--- config.mk ---
export PLATFORM = sky130hd
export DESIGN_NAME = php_printer_end_flat
export DESIGN_NICKNAME = d
export VERILOG_FILES = /design/src/common/php_pkg.sv /design/src/common/php_if.sv /design/src/core/php_printer_end.sv /design/src/flat_wrapper.sv
export SDC_FILE = /design/constraint.sdc
export NUM_CORES = 1
export LEC_CHECK = 0
export BUFFER_PORTS_ARGS = -buffer_cell sky130_fd_sc_hd__buf_2
export CAP_MARGIN = 20
export CORE_UTILIZATION = 35
export CTS_BUF_LIST = sky130_fd_sc_hd__clkbuf_8 sky130_fd_sc_hd__clkbuf_16
export CTS_CLUSTER_DIAMETER = 120
export DETAILED_ROUTE_END_ITERATION = 16
export HOLD_SLACK_MARGIN = 0.06
export SLEW_MARGIN = 20
export SYNTH_ARGS = -nofsm -noshare
export SYNTH_HDL_FRONTEND = slang
export SYNTH_SLANG_ARGS = --single-unit
--- constraint.sdc ---
create_clock -name mclk -period 2.34 [get_ports mclk]
set_input_delay 0.351 -clock mclk [delete_from_list [all_inputs] [get_ports mclk]]
set_output_delay 0.351 -clock mclk [all_outputs]
set_load 0.01 [all_outputs]
--- src/common/php_pkg.sv ---
// constants shared by both ends of the printer parallel port.
// assumes one system clock on both ends.
package php_pkg;
	localparam int DATA_W = 8;
	localparam int NIB_W = 4;
	// acknowledge pulse length in ns; blink half period in clock cycles
	localparam int ACK_NS = 5000;
	localparam int CLK_NS = 25;
	localparam int ACK_CYC = (ACK_NS + CLK_NS - 1) / CLK_NS;
	localparam int BLINK_CYC = 4096;
	localparam int CNT_W = 13;
	localparam logic [CNT_W-1:0] CNT_ZERO = 13'h0000;
	localparam logic [CNT_W-1:0] CNT_ONE = 13'h0001;
	localparam logic [DATA_W-1:0] BYTE_ZERO = 8'h00;
	typedef enum logic {REV_NIBBLE, REV_BYTE} php_rev_t;
	typedef enum {FW_IDLE, FW_HOLD, FW_ACK} php_fwd_t;
endpackage : php_pkg

--- src/common/php_if.sv ---
// parallel port wires between host and printer.
// assumes both ends share mclk; printer resynchronises host lines anyway.
`timescale 1ns/1ps
interface php_if;
	logic strobeN;
	logic [php_pkg::DATA_W-1:0] data;
	logic initN;
	logic selInN;
	logic revReq;
	logic revMode;
	logic ackN;
	logic busy;
	logic paperFaultOut;
	logic select;
	logic errorN;
	logic [php_pkg::DATA_W-1:0] revData;
	logic revValid;
	modport host (output strobeN, data, initN, selInN, revReq, revMode,
		input ackN, busy, paperFaultOut, select, errorN, revData, revValid);
	modport printer (input strobeN, data, initN, selInN, revReq, revMode,
		output ackN, busy, paperFaultOut, select, errorN, revData, revValid);
endinterface : php_if

--- src/core/php_printer_end.sv ---
// printer end: parallel byte receiver, online decision and error handling.
// assumes host lines are asynchronous; serial bytes arrive from a uart on mclk.
`timescale 1ns/1ps
// Summary of operation
// - any error halts print, feed, cut
// - error lamp blinks while error active
// - drop serial bytes with parity/framing/overrun
// - accept full byte on eight lines
// - capture data after host strobe edge once buffer has room
// - ack pulse and busy level pace host
// - busy from strobe until its ack
// - pulse ack for each accepted parallel byte
// - reverse channel nibble or byte mode
// - offline after power-up or init until ready
// - offline in self-test, cover open, manual feed
// - offline on paper end or enabled near-end
// - offline on supply fault, macro wait, error
// - paper fault line reports paper problems
// - init abandons current job
// - select-in level sets online or offline
// - select output shows printer selected
module php_printer_end (
	input wire logic mclk,
	input wire logic sys_rst,
	php_if.printer port,
	input wire logic errorPresent,
	input wire logic selfTest,
	input wire logic coverOpen,
	input wire logic manualFeed,
	input wire logic rollEnd,
	input wire logic nearEnd,
	input wire logic paperShortageHaltCommand,
	input wire logic supplyFault,
	input wire logic macroStandby,
	input wire logic engineReady,
	input wire logic [php_pkg::DATA_W-1:0] serData,
	input wire logic serValid,
	input wire logic serParityErr,
	input wire logic serFramingErr,
	input wire logic serOverrunErr,
	input wire logic [php_pkg::DATA_W-1:0] revByte,
	input wire logic revByteValid,
	output logic revByteReady,
	output logic [php_pkg::DATA_W-1:0] rxData,
	output logic rxValid,
	input wire logic rxReady,
	output logic rxFromSerial,
	output logic haltEngine,
	output logic abortJob,
	output logic errorLamp,
	output logic online
);
	// ==========================================================
	// synchronisers
	logic [1:0] strobeSync_q, initSync_q, selSync_q, revSync_q, modeSync_q;
	logic [php_pkg::DATA_W-1:0] dataSync1_q, dataSync2_q;
	logic strobePrev_q;
	always_ff @(posedge mclk or posedge sys_rst) begin
		if (sys_rst) begin
			strobeSync_q <= 2'h3;
			initSync_q <= 2'h3;
			selSync_q <= 2'h3;
			revSync_q <= 2'h0;
			modeSync_q <= 2'h0;
			dataSync1_q <= php_pkg::BYTE_ZERO;
			dataSync2_q <= php_pkg::BYTE_ZERO;
			strobePrev_q <= 1'b1;
		end else begin
			strobeSync_q <= {strobeSync_q[0], port.strobeN};
			initSync_q <= {initSync_q[0], port.initN};
			selSync_q <= {selSync_q[0], port.selInN};
			revSync_q <= {revSync_q[0], port.revReq};
			modeSync_q <= {modeSync_q[0], port.revMode};
			dataSync1_q <= port.data;
			dataSync2_q <= dataSync1_q;
			strobePrev_q <= strobeSync_q[1];
		end
	end
	logic strobeFall, initActive, selectedIn;
	assign strobeFall = strobePrev_q & ~strobeSync_q[1];
	assign initActive = ~initSync_q[1];
	assign selectedIn = ~selSync_q[1];

	// ==========================================================
	// online decision
	logic ready_q, online_d;
	// ready only after engine reports it
	always_ff @(posedge mclk or posedge sys_rst) begin
		if (sys_rst)
			ready_q <= 1'b0;
		else if (initActive)
			ready_q <= 1'b0;
		else if (engineReady)
			ready_q <= 1'b1;
	end
	logic paperHalt;
	assign paperHalt = rollEnd | (nearEnd & paperShortageHaltCommand);
	always_comb begin
		online_d = ready_q & selectedIn & ~initActive & ~selfTest & ~coverOpen & ~manualFeed
			& ~paperHalt & ~supplyFault & ~macroStandby & ~errorPresent;
	end
	always_ff @(posedge mclk or posedge sys_rst) begin
		if (sys_rst)
			online <= 1'b0;
		else
			online <= online_d;
	end
	assign haltEngine = errorPresent;
	assign abortJob = initActive;

	// ==========================================================
	// two-entry receive buffer, fed by parallel or serial source
	logic [php_pkg::DATA_W:0] buf_q [2];
	logic [1:0] count_q;
	logic wrPtr_q, rdPtr_q;
	logic inValid, inReady, fromPar;
	logic [php_pkg::DATA_W-1:0] inData;
	php_pkg::php_fwd_t fwd_q;
	logic [php_pkg::CNT_W-1:0] ackCnt_q;
	logic serOk;
	assign serOk = serValid & ~(serParityErr | serFramingErr | serOverrunErr);
	assign fromPar = (fwd_q == php_pkg::FW_HOLD);
	assign inValid = fromPar | serOk;
	assign inData = fromPar ? dataSync2_q : serData;
	assign inReady = (count_q != 2'h2);
	assign rxValid = (count_q != 2'h0);
	assign rxData = buf_q[rdPtr_q][php_pkg::DATA_W-1:0];
	assign rxFromSerial = buf_q[rdPtr_q][php_pkg::DATA_W];
	// parallel wins; a serial byte in the same cycle is lost, acceptable since one build has one port
	always_ff @(posedge mclk or posedge sys_rst) begin
		if (sys_rst) begin
			count_q <= 2'h0;
			wrPtr_q <= 1'b0;
			rdPtr_q <= 1'b0;
		end else if (initActive) begin
			count_q <= 2'h0;
			wrPtr_q <= 1'b0;
			rdPtr_q <= 1'b0;
		end else begin
			count_q <= count_q + {1'b0, inValid & inReady} - {1'b0, rxValid & rxReady};
			if (inValid & inReady)
				wrPtr_q <= ~wrPtr_q;
			if (rxValid & rxReady)
				rdPtr_q <= ~rdPtr_q;
		end
	end
	always_ff @(posedge mclk) begin
		if (inValid & inReady)
			buf_q[wrPtr_q] <= {~fromPar, inData};
	end

	// ==========================================================
	// forward handshake
	always_ff @(posedge mclk or posedge sys_rst) begin
		if (sys_rst) begin
			fwd_q <= php_pkg::FW_IDLE;
			ackCnt_q <= php_pkg::CNT_ZERO;
		end else if (initActive) begin
			fwd_q <= php_pkg::FW_IDLE;
			ackCnt_q <= php_pkg::CNT_ZERO;
		end else begin
			unique case (fwd_q)
				php_pkg::FW_IDLE: begin
					if (strobeFall & online)
						fwd_q <= php_pkg::FW_HOLD;
				end
				php_pkg::FW_HOLD: begin
					if (inReady) begin
						fwd_q <= php_pkg::FW_ACK;
						ackCnt_q <= php_pkg::CNT_W'(php_pkg::ACK_CYC);
					end
				end
				php_pkg::FW_ACK: begin
					ackCnt_q <= ackCnt_q - php_pkg::CNT_ONE;
					if (ackCnt_q == php_pkg::CNT_ONE)
						fwd_q <= php_pkg::FW_IDLE;
				end
			endcase
		end
	end
	assign port.ackN = ~(fwd_q == php_pkg::FW_ACK);
	assign port.busy = (fwd_q != php_pkg::FW_IDLE) | ~online;

	// ==========================================================
	// status lines and lamp
	logic [php_pkg::CNT_W-1:0] blinkCnt_q;
	logic blink_q;
	always_ff @(posedge mclk or posedge sys_rst) begin
		if (sys_rst) begin
			blinkCnt_q <= php_pkg::CNT_ZERO;
			blink_q <= 1'b0;
		end else if (!errorPresent) begin
			blinkCnt_q <= php_pkg::CNT_ZERO;
			blink_q <= 1'b0;
		end else if (blinkCnt_q == php_pkg::CNT_W'(php_pkg::BLINK_CYC - 1)) begin
			blinkCnt_q <= php_pkg::CNT_ZERO;
			blink_q <= ~blink_q;
		end else begin
			blinkCnt_q <= blinkCnt_q + php_pkg::CNT_ONE;
		end
	end
	assign errorLamp = errorPresent & ~blink_q;
	assign port.paperFaultOut = rollEnd | nearEnd;
	assign port.select = online;
	assign port.errorN = ~errorPresent;

	// ==========================================================
	// reverse channel
	logic [php_pkg::DATA_W-1:0] revOut_q;
	logic revValid_q;
	assign revByteReady = revSync_q[1] & ~revValid_q;
	always_ff @(posedge mclk or posedge sys_rst) begin
		if (sys_rst) begin
			revOut_q <= php_pkg::BYTE_ZERO;
			revValid_q <= 1'b0;
		end else if (!revSync_q[1]) begin
			revValid_q <= 1'b0;
		end else if (revByteValid & ~revValid_q) begin
			// nibble mode sends only the low nibble, high bits zero; byte mode whole byte
			revOut_q <= (modeSync_q[1] == php_pkg::REV_BYTE) ? revByte
				: {{php_pkg::NIB_W{1'b0}}, revByte[php_pkg::NIB_W-1:0]};
			revValid_q <= 1'b1;
		end
	end
	assign port.revData = revOut_q;
	assign port.revValid = revValid_q;
endmodule : php_printer_end

--- src/flat_wrapper.sv ---
// flat-port wrapper written by rule: the top's interface ports become plain ports
module php_printer_end_flat 
  (mclk, sys_rst, errorPresent, selfTest, coverOpen, manualFeed, rollEnd, nearEnd, paperShortageHaltCommand, supplyFault, macroStandby, engineReady, serData, serValid, serParityErr, serFramingErr, serOverrunErr, revByte, revByteValid, revByteReady, rxData, rxValid, rxReady, rxFromSerial, haltEngine, abortJob, errorLamp, online, port_strobeN, port_data, port_initN, port_selInN, port_revReq, port_revMode, port_ackN, port_busy, port_paperFaultOut, port_select, port_errorN, port_revData, port_revValid);
  php_if port_i ();
  input wire logic mclk;
  input wire logic sys_rst;
  input wire logic errorPresent;
  input wire logic selfTest;
  input wire logic coverOpen;
  input wire logic manualFeed;
  input wire logic rollEnd;
  input wire logic nearEnd;
  input wire logic paperShortageHaltCommand;
  input wire logic supplyFault;
  input wire logic macroStandby;
  input wire logic engineReady;
  input wire logic [php_pkg::DATA_W-1:0] serData;
  input wire logic serValid;
  input wire logic serParityErr;
  input wire logic serFramingErr;
  input wire logic serOverrunErr;
  input wire logic [php_pkg::DATA_W-1:0] revByte;
  input wire logic revByteValid;
  output logic revByteReady;
  output logic [php_pkg::DATA_W-1:0] rxData;
  output logic rxValid;
  input wire logic rxReady;
  output logic rxFromSerial;
  output logic haltEngine;
  output logic abortJob;
  output logic errorLamp;
  output logic online;
  input wire logic [$bits(port_i.strobeN)-1:0] port_strobeN;
  input wire logic [$bits(port_i.data)-1:0] port_data;
  input wire logic [$bits(port_i.initN)-1:0] port_initN;
  input wire logic [$bits(port_i.selInN)-1:0] port_selInN;
  input wire logic [$bits(port_i.revReq)-1:0] port_revReq;
  input wire logic [$bits(port_i.revMode)-1:0] port_revMode;
  output wire logic [$bits(port_i.ackN)-1:0] port_ackN;
  output wire logic [$bits(port_i.busy)-1:0] port_busy;
  output wire logic [$bits(port_i.paperFaultOut)-1:0] port_paperFaultOut;
  output wire logic [$bits(port_i.select)-1:0] port_select;
  output wire logic [$bits(port_i.errorN)-1:0] port_errorN;
  output wire logic [$bits(port_i.revData)-1:0] port_revData;
  output wire logic [$bits(port_i.revValid)-1:0] port_revValid;
  assign port_i.strobeN = port_strobeN;
  assign port_i.data = port_data;
  assign port_i.initN = port_initN;
  assign port_i.selInN = port_selInN;
  assign port_i.revReq = port_revReq;
  assign port_i.revMode = port_revMode;
  assign port_ackN = port_i.ackN;
  assign port_busy = port_i.busy;
  assign port_paperFaultOut = port_i.paperFaultOut;
  assign port_select = port_i.select;
  assign port_errorN = port_i.errorN;
  assign port_revData = port_i.revData;
  assign port_revValid = port_i.revValid;
  php_printer_end u_core (.mclk(mclk), .sys_rst(sys_rst), .port(port_i), .errorPresent(errorPresent), .selfTest(selfTest), .coverOpen(coverOpen), .manualFeed(manualFeed), .rollEnd(rollEnd), .nearEnd(nearEnd), .paperShortageHaltCommand(paperShortageHaltCommand), .supplyFault(supplyFault), .macroStandby(macroStandby), .engineReady(engineReady), .serData(serData), .serValid(serValid), .serParityErr(serParityErr), .serFramingErr(serFramingErr), .serOverrunErr(serOverrunErr), .revByte(revByte), .revByteValid(revByteValid), .revByteReady(revByteReady), .rxData(rxData), .rxValid(rxValid), .rxReady(rxReady), .rxFromSerial(rxFromSerial), .haltEngine(haltEngine), .abortJob(abortJob), .errorLamp(errorLamp), .online(online));
endmodule
# Yosys cells after proc, flatten, opt, wreduce, memory -nomap -nowiden
# Memories as Yosys holds them, arrays and structs flattened.
# Cells that the tools add are included.
# classes
n_mux	25
bitwise_logic	42
addsub	4
n_eq_ne	16
reduce_logical	6
# ops
operator	n
32-bit 2-to-1 mux	4
32-bit one-hot mux with 3 select lines	1
32-bit by 2-bit equality test with 1-bit output (second input constant)	2
13-bit 2-to-1 mux	4
32-bit by 1-bit equality test with 1-bit output (second input constant)	1
32-bit by 3-bit equality test with 1-bit output (second input constant)	1
32-bit logical NOT	1
32-bit nonzero test	1
13-bit one-hot mux with 2 select lines	1
1-bit bitwise AND	18
1-bit inverter	18
8-bit 2-to-1 mux	2
13-bit by 1-bit adder with 13-bit output (second input constant)	1
13-bit by 1-bit equality test with 1-bit output (second input constant)	1
13-bit by 12-bit equality test with 1-bit output (second input constant)	1
13-bit by 1-bit subtractor with 13-bit output (second input constant)	1
1-bit 2-to-1 mux	12
3-bit != test (second input constant)	4
2-bit != test (second input constant)	5
1-bit OR	6
2-bit AND reduction	2
3-bit AND reduction	1
2-bit by 1-bit adder with 2-bit output	1
2-bit 2-to-1 mux	1
3 further kinds	3
# word_totals
register_bits	101
out_inout_bits	29
elab_cells	113
mem_count	1
mem_bits_rw	18
in_bits	47
# mem_list
name	depth	word_bits	read_ports	rd_clocked_by_memory_dff	wr	line	text
u_core.buf_q	2	9	1	0	1	php_printer_end.sv:113	logic [php_pkg::DATA_W:0] buf_q [2];

# Logic depth before layout (Yosys ltp)
# Gate-level depths: netlist of the first run.
# logic_depth
word_depth	10
mapped_depth	7
mapped_depth_nobuf	7

# Worst setup path before layout of the first run
# No wires, ideal clock.
# synth_path
path_kind	reg2reg
startpoint	register u_core.count_q[1]
endpoint	register u_core.count_q[1]
required_time_ns	2.204
synth_period_minus_slack_ns	1.702
n_path_buf	0
arrival_ns	1.566
setup_ns	0.136
stages_incl_launch_ff	8
slack_ns	0.638
path_cell_list	dfrtp_1 or2_2 and2_1 ha_1 inv_1 ha_1 xnor2_1 nor2_1
# synth_via
word_cells_on_any_way	7
cone_classes	add/sub (2); eq/ne (1); mux (1); bitwise (2); reduce/logical (1)
# synth_lines
item	line	text
start: declaration	php_printer_end.sv:114	logic [1:0] count_q;
start signal: assignment	php_printer_end.sv:140	count_q <= count_q + {1'b0, inValid & inReady} - {1'b0, rxValid & rxReady};
2-bit nonzero test	php_printer_end.sv:126	assign rxValid = (count_q != 2'h0);
named net rxValid	flat_wrapper.sv:26	output logic rxValid;
1-bit bitwise AND	php_printer_end.sv:140	
2-bit by 1-bit subtractor with 2-bit output	php_printer_end.sv:140	
2-bit 2-to-1 mux	php_printer_end.sv:135	end else if (initActive) begin
# The timed path passes the listed nets, and every way through them passes these cells.
# A chain may end at the register's enable or synchronous reset.

# Worst setup path after layout of the first run
# layout_path
startpoint	register u_core.initSync_q[1]
endpoint	output port abortJob
# layout_via
elab_chain_len	1
# layout_rtl
item	line	text
start: declaration	php_printer_end.sv:55	logic [1:0] strobeSync_q, initSync_q, selSync_q, revSync_q, modeSync_q;
start signal: assignment	php_printer_end.sv:70	initSync_q <= {initSync_q[0], port.initN};
1-bit inverter	php_printer_end.sv:81	assign initActive = ~initSync_q[1];
end: declaration	flat_wrapper.sv:30	output logic abortJob;
# No other way between the ends.

==> results.txt, run 1 <==
- Number of cells after detailed placement: 509
- Area growth syn-to-layout: 20.3%
- Global routing used 23.2% of the available met2 tracks.
- The number of antenna diodes in the final layout is 0.
* First-pass GRT wire length: 12.2 mm
- Data arrival time of the critical path: 1560 ps
- Net switching is 24.7% of the power.
* RSZ-0062 raised after global routing: no
- Library cell used as clock root buffer: sky130_fd_sc_hd__clkbuf_8
- For this run, asynchronously set or reset flops after synthesis account for 79.8%.
* Most congested layer reported by global routing: met2
* Number of max-cap violations: 0
* Biggest cell delay along the critical path: ~670 ps
- Beginning of the worst register-to-register path: u_core.fwd_q[0]
* Ratio of cells with drive above 1 in the final layout: 34.9%
- Total chip power: 3.09 mW
* GR Util met1: 17.5%
- In this run, synthesis produced a sequential element count of slightly below 90.
- Outcome: completed
* Final core utilization: 43.6%
* Final cycle utilization of the critical path: between 80% and 90%
- The hold violation total from the final report is 0.
* Ys Warns: 0
- Yosys attributes the largest share of cell area to sky130_fd_sc_hd__dfrtp_1 (43%), sky130_fd_sc_hd__edfxtp_1 (14%), sky130_fd_sc_hd__mux2_2 (6.6%), sky130_fd_sc_hd__dfstp_2 (4.9%), sky130_fd_sc_hd__ha_1 (2.7%).
- Nets: 440
- In this run, the number of DRC markers left after iteration 0 of detailed routing was 78.
- The finished layout holds 526 standard cells, fillers aside.
* Critical-path maximum fanout: 15
- Top library cells by usage in the layout, fill and taps aside: sky130_fd_sc_hd__buf_2 (75), sky130_fd_sc_hd__dfrtp_1 (64), sky130_fd_sc_hd__nand2_1 (26), sky130_fd_sc_hd__nor2_1 (24), sky130_fd_sc_hd__mux2_2 (22)
* Die Footprint: 11200 µm²
- Buffers added to address setup during post-CTS repair amount to 0.
* Remaining design rule violation count: 0
- The count of buffers added on input and output ports is 75.
- Vias/cell: approximately 4.8
- Worst hold path startpoint: port_data[1]
* Number of nets still failing antenna checks after routing: 0
* Clock slew seen by the registers of the worst setup and hold paths: 90 ps
* Internal power: roughly 2.3 mW
* Slew at the pin closest to its max-slew limit: ~540 ps
* Relative contribution of the clock network to total power: around 33%
- The clock passes through at most 2 buffers.
- Slowest cell on the critical path: sky130_fd_sc_hd__dfstp_2
* Largest net degree at the start of global routing: 48
- The region available for standard cell placement spans 10400 µm².
* Sw Pwr: 763 µW
- Clock period minus final worst setup slack: 1910 ps
* Gpl congestion: a little over 0.8
- The worst pin sits at a relative slew slack of 63.8%.
- H-tree depth: 3
- Worst-skew pair later-pin latency: 350 ps
- Worst setup path category: reg2out
- Averaged over all synthesized cells, the footprint is between 10 and 15 µm².
- The initial antenna violation count is 0.
- The number of nets handed over by synthesis was 356.
- Setup violations remaining at the end of the flow were counted as 0.
* Most used flip-flop cell after synthesis: sky130_fd_sc_hd__dfrtp_1
* Final Routed Wirelength: 7.04 mm
* Power Density: just under 700 nW/µm²
* P_leak: 2.03 nW
- The synthesized design contains 18 enable-type register cells.
- For this run the aggregate overflow at the end of global routing stands at 0.
- Seq pwr share: 55.5%
* Required time worst endpoint: about 2000 ps
- Worst reg2reg endpoint: u_core.ackCnt_q[2]
* Summed instance area of the synthesized netlist: roughly 3800 µm²
- Highest achievable clock rate: 0.522 GHz
* I/O pins: between 70 and 80
- Worst clock skew: 12.1 ps
* Type of the tightest min-delay check: in2reg
* Chip height: 106 µm
- Kind of start point of the critical path: flip-flop
* Combinational share of power: roughly 11%
- Dpl hpwl: 4.97 mm
- The number of max-slew violations in the final report was 0.
* Setup slack of the most critical reg-to-reg path: 470 ps
* Number of placement rows: 37
- In the global route stage, met3 resource usage came out at about 2.7%.
- Across the VDD grid, the largest voltage drop is approximately 300 µV.
* Overall track demand over capacity in global routing: about 14%
- Number of sinks on the clock net: 89
* Wirelength per Cell: 13.4 µm
- Number of cells on the worst reg-to-reg path: 5
* Hold path depth: 1
- Setup TNS: 0 ps
* Dominant cell type by area after synthesis: sky130_fd_sc_hd__dfrtp_1
* Starting utilization of the core area: 36.2%
* Setup slack after placement: 509 ps
* Number of global-route vias before repair: 2611
* Chip width: 106 µm
- Summing the sequential cell areas from Yosys gives 61.9% of the chip area.
* Crit end category: primary output
- Leaving out fill and tap cells, the most frequent cell in the layout is sky130_fd_sc_hd__buf_2.
- TritonRoute pass-1 iters: 4
- List of cells traversed by the critical path: inv_1 > buf_2
- Buffers inserted during clock tree synthesis total 9.
* CTS tree: done
- Post-Synthesis Cells: 301
- Final Worst Setup Slack: 425 ps
* Total via count after detailed routing: 2505
- Proportion of netlist area held by the largest area contributor: around 43%
* Capture endpoint of the worst hold path: u_core.dataSync1_q[1]
- Synth unique cells: 53
worst max-delay path, delay by kind of cell, from the launching register on:
kind	cells	cell delay, ps
buf+inv	2	540
flops	1	670
power by group through the flow:
stage	clock network, mW	logic (mW)	registers, mW
detailed placement	0	0.350	1.75
floorplan	0	0.216	1.73
CTS	1.07	0.353	1.72
finish	1.03	0.343	1.72
global route	1.15	0.385	1.73
global placement	0	0.345	1.74
cell usage after synthesis, drive strengths merged (2+ instances only):
master and count:
and2 4, inv 15, nand4 7, nor4 2, dfrtp 64, nor3 4
clkbuf 3, or2 3, o32ai 2, or3 5, nor2 24, o21a 2
edfxtp 18, xnor2 4, a21oi 12, xor2 7, o21ai 15, nand2 26
nand3b 2, nand3 10, mux2i 4, buf 5, o211a 2, nor4b 3
o2bb2ai 2, mux2 22, dfstp 7, ha 8, nor3b 3
logic make-up (layout without fill, tap and decap cells):
kind of cell	Yosys count	after routing	share of synthesized area, %
xor gates and xnor gates	11	11	2.56
DFF	89	89	61.9
AOI/OAI and AO/OA	43	43	7.49
adders and majority gates	8	8	2.66
muxes	26	26	7.66
buffers and inverters	24	113	2.63
and+or+nand+nor	100	100	15.1
timing repair:
action,CTS,global route
hold endpoints to repair,24,0
hold buffers,1,0
gates resized for setup,0,0
sequential cells by signal, summed over array words and instances, names as in the netlist, 2 cells and up:
register,cells
u_core.revSync_q,2
u_core.dataSync1_q,8
u_core.blinkCnt_q,13
u_core.initSync_q,2
u_core.dataSync2_q,8
u_core.port.revData,8
u_core.fwd_q,2
u_core.modeSync_q,2
u_core.count_q,2
u_core.buf_q,18
u_core.ackCnt_q,13
u_core.strobeSync_q,2
u_core.selSync_q,2
how the worst max path moves through the flow:
stage	start	endpoint	slack (ps)
floorplan	sys_rst	u_core.ackCnt_q[0]	200
global placement	u_core.fwd_q[1]	u_core.ackCnt_q[2]	610
detailed placement	u_core.fwd_q[0]	u_core.ackCnt_q[2]	510
CTS	u_core.initSync_q[1]	abortJob	410
global route	u_core.fwd_q[0]	port_ackN	290
finish	u_core.initSync_q[1]	abortJob	430
cell type report:
cell class / count / area, µm²
fillers: 989 / 5850
clock buffers: 9 / 124
multi-input cells: 188 / 1330
flip-flops and latches: 89 / 2330
inverters: 16 / 60.1
repair buffers: 81 / 435
well taps: 136 / 170
clock inverters: 7 / 71.3
stage by stage:
stage          instance area (µm²)  hold slack [ps]
5_1_grt                       4520             74.4
3_5_place_dp                  4320              338
4_1_cts                       4520             82.0
2_1_floorplan                 3760              331
6_report                      4520             94.0
3_3_place_gp                  4320              332
metal layers:
layer  up-vias  part of all wire, %  wire length (µm)
met4         0                  2.1               148
met3        12                  3.6               252
met5         -                    0                 0
met2        49                   50              3510
li1       1226                    -                 -
met1      1218                   44              3130
No activity file was read; power rests on OpenSTA's default activity.
==> inputs of run 2 (changes only) <==
ABC_AREA = 1   (was unset)
clock period = 2 ns   (was 2.34 ns; I/O delays follow)
==> results.txt, run 2 <==
- Outcome: completed (unchanged)
* Number of global-route vias before repair: 2783 (was 2611)
* Total via count after detailed routing: 2877 (was 2505)
- The proportion of synthesized flip-flops having asynchronous set or reset came to 79.8% (unchanged).
- Based on the critical path, the design can be clocked at up to around 0.56 GHz.
- The leading cell type by number of instances after synthesis is sky130_fd_sc_hd__nand2_1 (was sky130_fd_sc_hd__dfrtp_1).
* TritonRoute pass-1 iters: 4 (unchanged)
* EDFF count, synth: 18 (unchanged)
- The number of standard cells after synthesis is 406 (was 301).
* Final cycle utilization of the critical path: 89.7%
- Area growth syn-to-layout: 23.3% (was 20.3%)
- The maximum root-to-sink buffer count came to 2 (unchanged).
- The count of endpoints failing setup in the final report is 0 (unchanged).
* Number of cells after detailed placement: 613 (was 509)
* Nets: 557 (was 440)
* Data arrival time of the critical path: 1490 ps (was 1560 ps)
* Die Footprint: 11300 µm² (was 11200 µm²)
* Most frequent cells after synthesis: sky130_fd_sc_hd__nand2_1 (128), sky130_fd_sc_hd__dfrtp_1 (64), sky130_fd_sc_hd__nor2_1 (48), sky130_fd_sc_hd__inv_1 (44), sky130_fd_sc_hd__edfxtp_1 (18) (was sky130_fd_sc_hd__dfrtp_1 (64), sky130_fd_sc_hd__nand2_1 (26), sky130_fd_sc_hd__nor2_1 (24), sky130_fd_sc_hd__mux2_2 (22), sky130_fd_sc_hd__edfxtp_1 (18))
- Gpl congestion: 0.858 (was 0.807)
- Hold Vio Cnt, Final: 0 (unchanged)
- The sum of negative setup slack was 0 ps (unchanged).
- Library cell used as clock root buffer: sky130_fd_sc_hd__clkbuf_8 (unchanged)
- The number of top-level pins is 76 (unchanged).
* Number of placement rows: 37 (unchanged)
- Final Routed Wirelength: 7.40 mm (was 7.04 mm)
* Number of nets still failing antenna checks after routing: 0 (unchanged)
* Regs by FF count: u_core.buf_q: 18 flops, u_core.ackCnt_q: 13 flops, u_core.blinkCnt_q: 13 flops (unchanged)
- Top library cells by usage in the layout, fill and taps aside: sky130_fd_sc_hd__nand2_1 (128), sky130_fd_sc_hd__buf_2 (75), sky130_fd_sc_hd__dfrtp_1 (64), sky130_fd_sc_hd__nor2_1 (48), sky130_fd_sc_hd__inv_1 (43) (was sky130_fd_sc_hd__buf_2 (75), sky130_fd_sc_hd__dfrtp_1 (64), sky130_fd_sc_hd__nand2_1 (26), sky130_fd_sc_hd__nor2_1 (24), sky130_fd_sc_hd__mux2_2 (22))
- The initial antenna violation count came to 0 (unchanged).
- Total chip power: 5.38 mW (was 3.09 mW)
- The number of non-filler instances in the completed layout is 643 (was 526).
* Clock period minus final worst setup slack: 1790 ps
- The critical path class is reg2out (unchanged).
- The post-detailed-placement half-perimeter wirelength is 5.27 mm (was 4.97 mm).
- The first-pass GRT wire length came to 12.6 mm (was 12.2 mm).
- The number of nets in the synthesized netlist is 461 (was 356).
- Final core utilization: 45.0% (was 43.6%)
- Diode insertion count for antenna repair: 0 (unchanged)
- The commonest non-fill, non-tap cell in the layout is sky130_fd_sc_hd__nand2_1 (was sky130_fd_sc_hd__buf_2).
- The classification of the worst-slack hold path was in2reg (unchanged).
- The leakage power total is 2.35 nW (was 2.03 nW).
* Number of gates resized after cts: 0 (unchanged)
* H-tree depth: 3 (unchanged)
- Synth unique cells: 34 (was 53)
- Chip width: 106 µm (about the same)
* Worst clock skew: 7.84 ps (was 12.1 ps)
- Tightest slew margin relative to the limit: 73.1% (was 63.8%)
* Proportion of netlist area held by the largest area contributor: 42.0% (was 42.6%)
- The core box area was 10500 µm² (was 10400 µm²).
- The mapped cell area is 3810 µm² (was 3760 µm²).
- Starting utilization of the core area: 36.5% (was 36.2%)
- Final std cell area, no fill: 4700 µm² (was 4520 µm²)
* Slew at the pin closest to its max-slew limit: 400 ps (was 543 ps)
- The most used flip-flop cell after synthesis is sky130_fd_sc_hd__dfrtp_1 (unchanged).
- The largest net degree at the start of global routing came to 72 (was 48).
* Largest cells by area after synthesis: sky130_fd_sc_hd__dfrtp_1 (42%), sky130_fd_sc_hd__edfxtp_1 (14%), sky130_fd_sc_hd__nand2_1 (13%), sky130_fd_sc_hd__dfstp_2 (4.8%), sky130_fd_sc_hd__nor2_1 (4.7%) (was sky130_fd_sc_hd__dfrtp_1 (43%), sky130_fd_sc_hd__edfxtp_1 (14%), sky130_fd_sc_hd__mux2_2 (6.6%), sky130_fd_sc_hd__dfstp_2 (4.9%), sky130_fd_sc_hd__ha_1 (2.7%))
- The per-instance average area after synthesis was 9.40 µm² (was 12.5 µm²).
- The number of max-slew violations in the final report came to 0 (unchanged).
* Ratio of cells with drive above 1 in the final layout: 22.9% (was 34.9%)
* Clock slew seen by the registers of the worst setup and hold paths: 90 ps (about the same)
- Number of buffers inserted by port buffering: 75 (unchanged)
* Largest register FFs: 18 (unchanged)
- FF+latch count, synth: 89 (unchanged)
* Power Density: 1140 nW/µm² (was 683 nW/µm²)
- The Yosys warning count came to 0 (unchanged).
* Worst-skew pair later-pin latency: 360 ps (was 350 ps)
- Overflow left after global routing: 0 (unchanged)
* Number of DRC markers after the initial detailed-route iteration: 107 (was 78)
- The die height was 106 µm (about the same).
* Dominant cell type by area after synthesis: sky130_fd_sc_hd__dfrtp_1 (unchanged)
- Reg with most FFs: u_core.buf_q (unchanged)
* RSZ-0062 raised after global routing: no (unchanged)
- Critical-path maximum fanout: 11 (was 15)
- The critical path required time came to 1700 ps (was 1990 ps).
- The wire length per cell after detailed routing was 11.5 µm (was 13.4 µm).
- The startpoint type of the worst setup path was a flip-flop (unchanged).
- Total CTS buffers: 9 (unchanged)
- Crit end category: primary output (unchanged)
* Max VDD drop: 429 µV (was 300 µV)
- The layout filler cell count came to 1048 (was 989).
* Overall track demand over capacity in global routing: 14.4% (was 13.9%)
* Remaining design rule violation count: 0 (unchanged)
* CTS tree: done (unchanged)
* Fraction of the yosys area taken by sequential cells: 61.0% (was 61.9%)
- Total placed instance area: 4350 µm² (was 4320 µm²)
* Number of sinks on the clock net: 89 (unchanged)
- The reported max-cap violation count is 0 (unchanged).
- The post-CTS setup buffer count is 0 (unchanged).
- The via density per instance was 4.47 (was 4.76).
==> run 2: cell types whose count changed after synthesis, moves of 6 or more <==
cell | before | now
sky130_fd_sc_hd__mux2_2 | 22 | 0
sky130_fd_sc_hd__a21oi_1 | 12 | 6
sky130_fd_sc_hd__nand2_1 | 26 | 128
sky130_fd_sc_hd__nand3_1 | 10 | 16
sky130_fd_sc_hd__nor2_1 | 24 | 48
sky130_fd_sc_hd__inv_1 | 15 | 44
==> run 2: kinds of logic (layout without fill, tap and decap cells) <==
kind of cell	count (synthesis)	count (layout)	share of synthesized area [%]
xor gates and xnor gates	10	10	2.30
adders and majority gates	8	8	2.62
buffers and inverters	55	156	6.36
AOI/OAI and AO/OA	29	29	4.03
and+or+nand+nor	215	215	23.7
DFF	89	89	61.0
==> run 2: power by group <==
part	internal [mW]	switching, mW
Clock	0.617	0.713
Sequential	2.21	0.169
Combinational	0.610	1.07
Total	3.43	1.95
==> run 2: final timing paths <==
kind	start	to	slack, ps	depth (start not counted)
setup / recovery	u_core.rdPtr_q	rxData[5]	210	4
hold / removal	revByte[3]	u_core.port.revData[3]	130	3
setup reg to reg	u_core.fwd_q[1]	u_core.ackCnt_q[1]	260	9
hold reg to reg	u_core.dataSync1_q[3]	u_core.dataSync2_q[3]	350	0
max in group asynchronous	sys_rst	u_core.strobePrev_q	1090	4
min in group asynchronous	sys_rst	u_core.revSync_q[0]	560	4
==> run 2: per-stage QoR <==
step	setup WS [ps]	hold slack, ps
after floorplan	271	304
after global placement	365	335
after detailed placement	279	335
after CTS	183	115
after global routing	52.9	123
final	207	131
==> run 2: metal layers <==
| layer | track usage [%] | wire length (µm) | vias up |
|---|---|---|---|
| met3 | 2.70 | 369 | 13 |
| met1 | 18.3 | 3480 | 1318 |
| met2 | 23.7 | 3400 | 86 |
| li1 | - | - | 1460 |
| met4 | 6.94 | 149 | 0 |
| met5 | 0 | 0 | - |
==> run 2: area by class of cell <==
type                            instances  area [µm²]  share of cell area [%]
Sequential cell                        89        2330                    49.4
Multi-Input combinational cell        262        1250                    26.5
Timing Repair Buffer                   93         558                    11.9
Inverter                               47         185                    3.94
Tap cell                              136         170                    3.62
Clock buffer                            9         124                    2.63
Clock inverter                          7        95.1                    2.02
==> run 2: timing repair <==
item / in CTS / in global routing
endpoints found under the hold margin: 77 / 0
endpoints found under the setup margin: 0 / 0
hold buffers: 14 / 0
==> run 2: worst max-delay path, stage by stage (launching register included) <==
cell	delay [ps]
sky130_fd_sc_hd__dfrtp_1	510
sky130_fd_sc_hd__inv_1	330
sky130_fd_sc_hd__nand2_1	90
sky130_fd_sc_hd__nand2_1	80
sky130_fd_sc_hd__buf_2	130
==> inputs of run 3 (changes only) <==
ABC_CLOCK_PERIOD_IN_PS = 2000   (was unset)
REMOVE_ABC_BUFFERS = 1   (was unset)
==> results.txt, run 3 (synthesis results as in run 2) <==
- The layout cell share with drive strength beyond 1 came to 23.0% (was 22.9%).
- Kind of start point of the critical path: flip-flop (unchanged)
* TritonRoute pass-1 iters: 4 (unchanged)
* Number of failing setup endpoints in the final timing report: 0 (unchanged)
- Number of max-cap violations: 0 (unchanged)
* Clock slew seen by the registers of the worst setup and hold paths: 110 ps (was 90 ps)
- Overall track demand over capacity in global routing: 14.7% (was 14.4%)
* Number of nets still failing antenna checks after routing: 0 (unchanged)
- Final Routed Wirelength: 7.66 mm (was 7.40 mm)
- The post-route clock period utilization is 89.6% (was 89.7%).
* Total via count after detailed routing: 2873 (was 2877)
- Starting utilization of the core area: 36.5% (unchanged)
* Max VDD drop: 437 µV (was 429 µV)
* Clock period minus final worst setup slack: 1790 ps (about the same)
* Required time worst endpoint: 1700 ps (about the same)
* First-pass GRT wire length: 13.0 mm (was 12.6 mm)
- The TritonCTS sink count is 89 (unchanged).
- The post-route DRC violation count came to 0 (unchanged).
* Most common cell after layout, fill and taps aside: sky130_fd_sc_hd__nand2_1 (unchanged)
- The longest individual stage delay on the worst path came to 510 ps (about the same).
* Die Footprint: 11300 µm² (unchanged)
* Worst clock skew: 13.1 ps (was 7.84 ps)
- Setup slack of the most critical reg-to-reg path: 230 ps (was 260 ps)
- The hold violation total from the final report came to 0 (unchanged).
- Number of global-route vias before repair: 2855 (was 2783)
- Fill cell total of the finished layout: 1046 (was 1048)
- Max-slew violation count: 0 (unchanged)
- The core box area came to 10500 µm² (unchanged).
- The largest net degree at the start of global routing is 53 (was 72).
- The initial antenna violation count came to 0 (unchanged).
* Final Worst Setup Slack: 208 ps (was 207 ps)
* Chip height: 106 µm (unchanged)
* Critical-path maximum fanout: 11 (unchanged)
- Capture endpoint of the worst hold path: u_core.port.revData[2] (was u_core.port.revData[3])
- Worst hold path startpoint: revByte[2] (was revByte[3])
- Chip width: 106 µm (unchanged)
- Power Density: 1120 nW/µm² (was 1140 nW/µm²)
* Number of DRC markers after the initial detailed-route iteration: 131 (was 107)
* Worst-skew pair later-pin latency: 370 ps (was 360 ps)
- Nets: 558 (was 557)
* Reg with most FFs: u_core.buf_q (unchanged)
* Diode insertion count for antenna repair: 0 (unchanged)
* Number of cells on the worst reg-to-reg path: 9 (unchanged)
- Largest register FFs: 18 (unchanged)
* Total placed instance area: 4350 µm² (about the same)
- Dpl hpwl: 5.47 mm (was 5.27 mm)
- The global placement routability congestion was 0.831 (was 0.858).
- Worst reg2reg endpoint: u_core.ackCnt_q[1] (unchanged)
- The endpoint type of the worst setup path is a primary output (unchanged).
* Final std cell area, no fill: 4680 µm² (was 4700 µm²)
- Area growth syn-to-layout: 22.6% (was 23.3%)
- The critical path class was reg2out (unchanged).
- List of cells traversed by the critical path: inv_1 > nand2_1 > nand2_1 > buf_2 (unchanged).
- The wire length per cell after detailed routing was 11.9 µm (was 11.5 µm).
- Regs by FF count: u_core.buf_q: 18 flops, u_core.ackCnt_q: 13 flops, u_core.blinkCnt_q: 13 flops (unchanged).
* Highest achievable clock rate: 0.558 GHz (about the same)
- The actual slew at the worst max-slew pin came to 436 ps (was 400 ps).
- The reg-to-reg critical path startpoint is u_core.fwd_q[1] (unchanged).
- Tightest slew margin relative to the limit: 70.9% (was 73.1%)
- Top library cells by usage in the layout, fill and taps aside: sky130_fd_sc_hd__nand2_1 (128), sky130_fd_sc_hd__buf_2 (75), sky130_fd_sc_hd__dfrtp_1 (64), sky130_fd_sc_hd__nor2_1 (48), sky130_fd_sc_hd__inv_1 (43) (unchanged).
* Slowest cell on the critical path: sky130_fd_sc_hd__dfrtp_1 (unchanged)
* Postcts setup bufs: 0 (unchanged)
* Type of the tightest min-delay check: in2reg (unchanged)
* H-tree depth: 3 (unchanged)
* Total CTS buffers: 9 (unchanged)
- Vias/cell: 4.46 (was 4.47)
* Number of placement rows: 37 (unchanged)
- Crit-path most repeated cell: sky130_fd_sc_hd__nand2_1 (unchanged)
* Hold_ws: 125 ps (was 131 ps)
- The number of top-level pins is 76 (unchanged).
* RSZ-0062 raised after global routing: no (unchanged)
- The data arrival time at the worst-slack endpoint came to 1490 ps (about the same).
- CTS tree: done (unchanged)
* P_leak: 2.34 nW (was 2.35 nW)
* Library cell used as clock root buffer: sky130_fd_sc_hd__clkbuf_8 (unchanged)
- The instance count along the most critical hold path was 3 (unchanged).
* Setup slack after placement: 263 ps (was 279 ps)
- The quantity of I/O buffers inserted on ports was 75 (unchanged).
* Overflow left after global routing: 0 (unchanged)
- Number of gates resized after cts: 0 (unchanged)
* Outcome: completed (unchanged)
- Clk buf depth: 2 (unchanged)
-- run 3: changes by cell type in the layout (fill, tap and decap cells not counted), sizes merged --
cell      previous run  this run
buf                 79        80
bufinv               1         0
clkinv               4         5
clkinvlp             1         0
inv                 48        49
-- run 3: metrics by stage --
step,util [%],std cells,setup TNS (ps),total power [mW]
after detailed placement,41.6,614,0,4.08
final,44.7,644,0,5.25
after global routing,44.7,644,0,5.64
after floorplan,-,398,-5440,3.55
after CTS,44.7,644,0,5.30
after global placement,41.6,614,0,4.04
-- run 3: final cells by class --
class | instances | area (µm²) | share of cell area [%]
Clock buffer | 9 | 124 | 2.65
Clock inverter | 7 | 62.6 | 1.34
Inverter | 47 | 181 | 3.88
Multi-Input combinational cell | 262 | 1250 | 26.7
Sequential cell | 89 | 2330 | 49.7
Tap cell | 136 | 170 | 3.64
Timing Repair Buffer | 94 | 566 | 12.1
-- run 3: critical path: cells and delay by family, from the launching register on --
kind	cells	cell delay [ps]
buffers and inverters	2	460
flip-flops	1	510
AND/OR/NAND/NOR	2	170
-- run 3: where the power goes --
group          internal, mW  total [mW]  switching [mW]
Sequential             2.21        2.38           0.170
Combinational         0.612        1.68            1.07
Clock                 0.480        1.19           0.710
Total                  3.30        5.25            1.95
-- run 3: repair_timing --
item	4_1_cts	5_1_grt
hold buffers	14	0
endpoints found under the hold margin	27	0
endpoints found under the setup margin	0	0
-- run 3: how the worst max path moves through the flow --
stage                     slack [ps]            start                  to  depth (start not counted)
after CTS                        180   u_core.rdPtr_q           rxData[0]                          4
after detailed placement         260  u_core.fwd_q[1]  u_core.ackCnt_q[2]                          9
after floorplan                  -80          sys_rst  u_core.ackCnt_q[0]                          1
final                            210   u_core.rdPtr_q           rxData[0]                          4
after global routing               2  u_core.fwd_q[1]  u_core.ackCnt_q[0]                          9
after global placement           340  u_core.fwd_q[1]  u_core.ackCnt_q[2]                          9
-- run 3: layer usage --
metal / GRT usage [%] / part of all wire, %
met3: 3.68 / 5.7
met2: 24.2 / 46
met5: 0 / 0
met4: 4.56 / 1.1
met1: 19.0 / 47
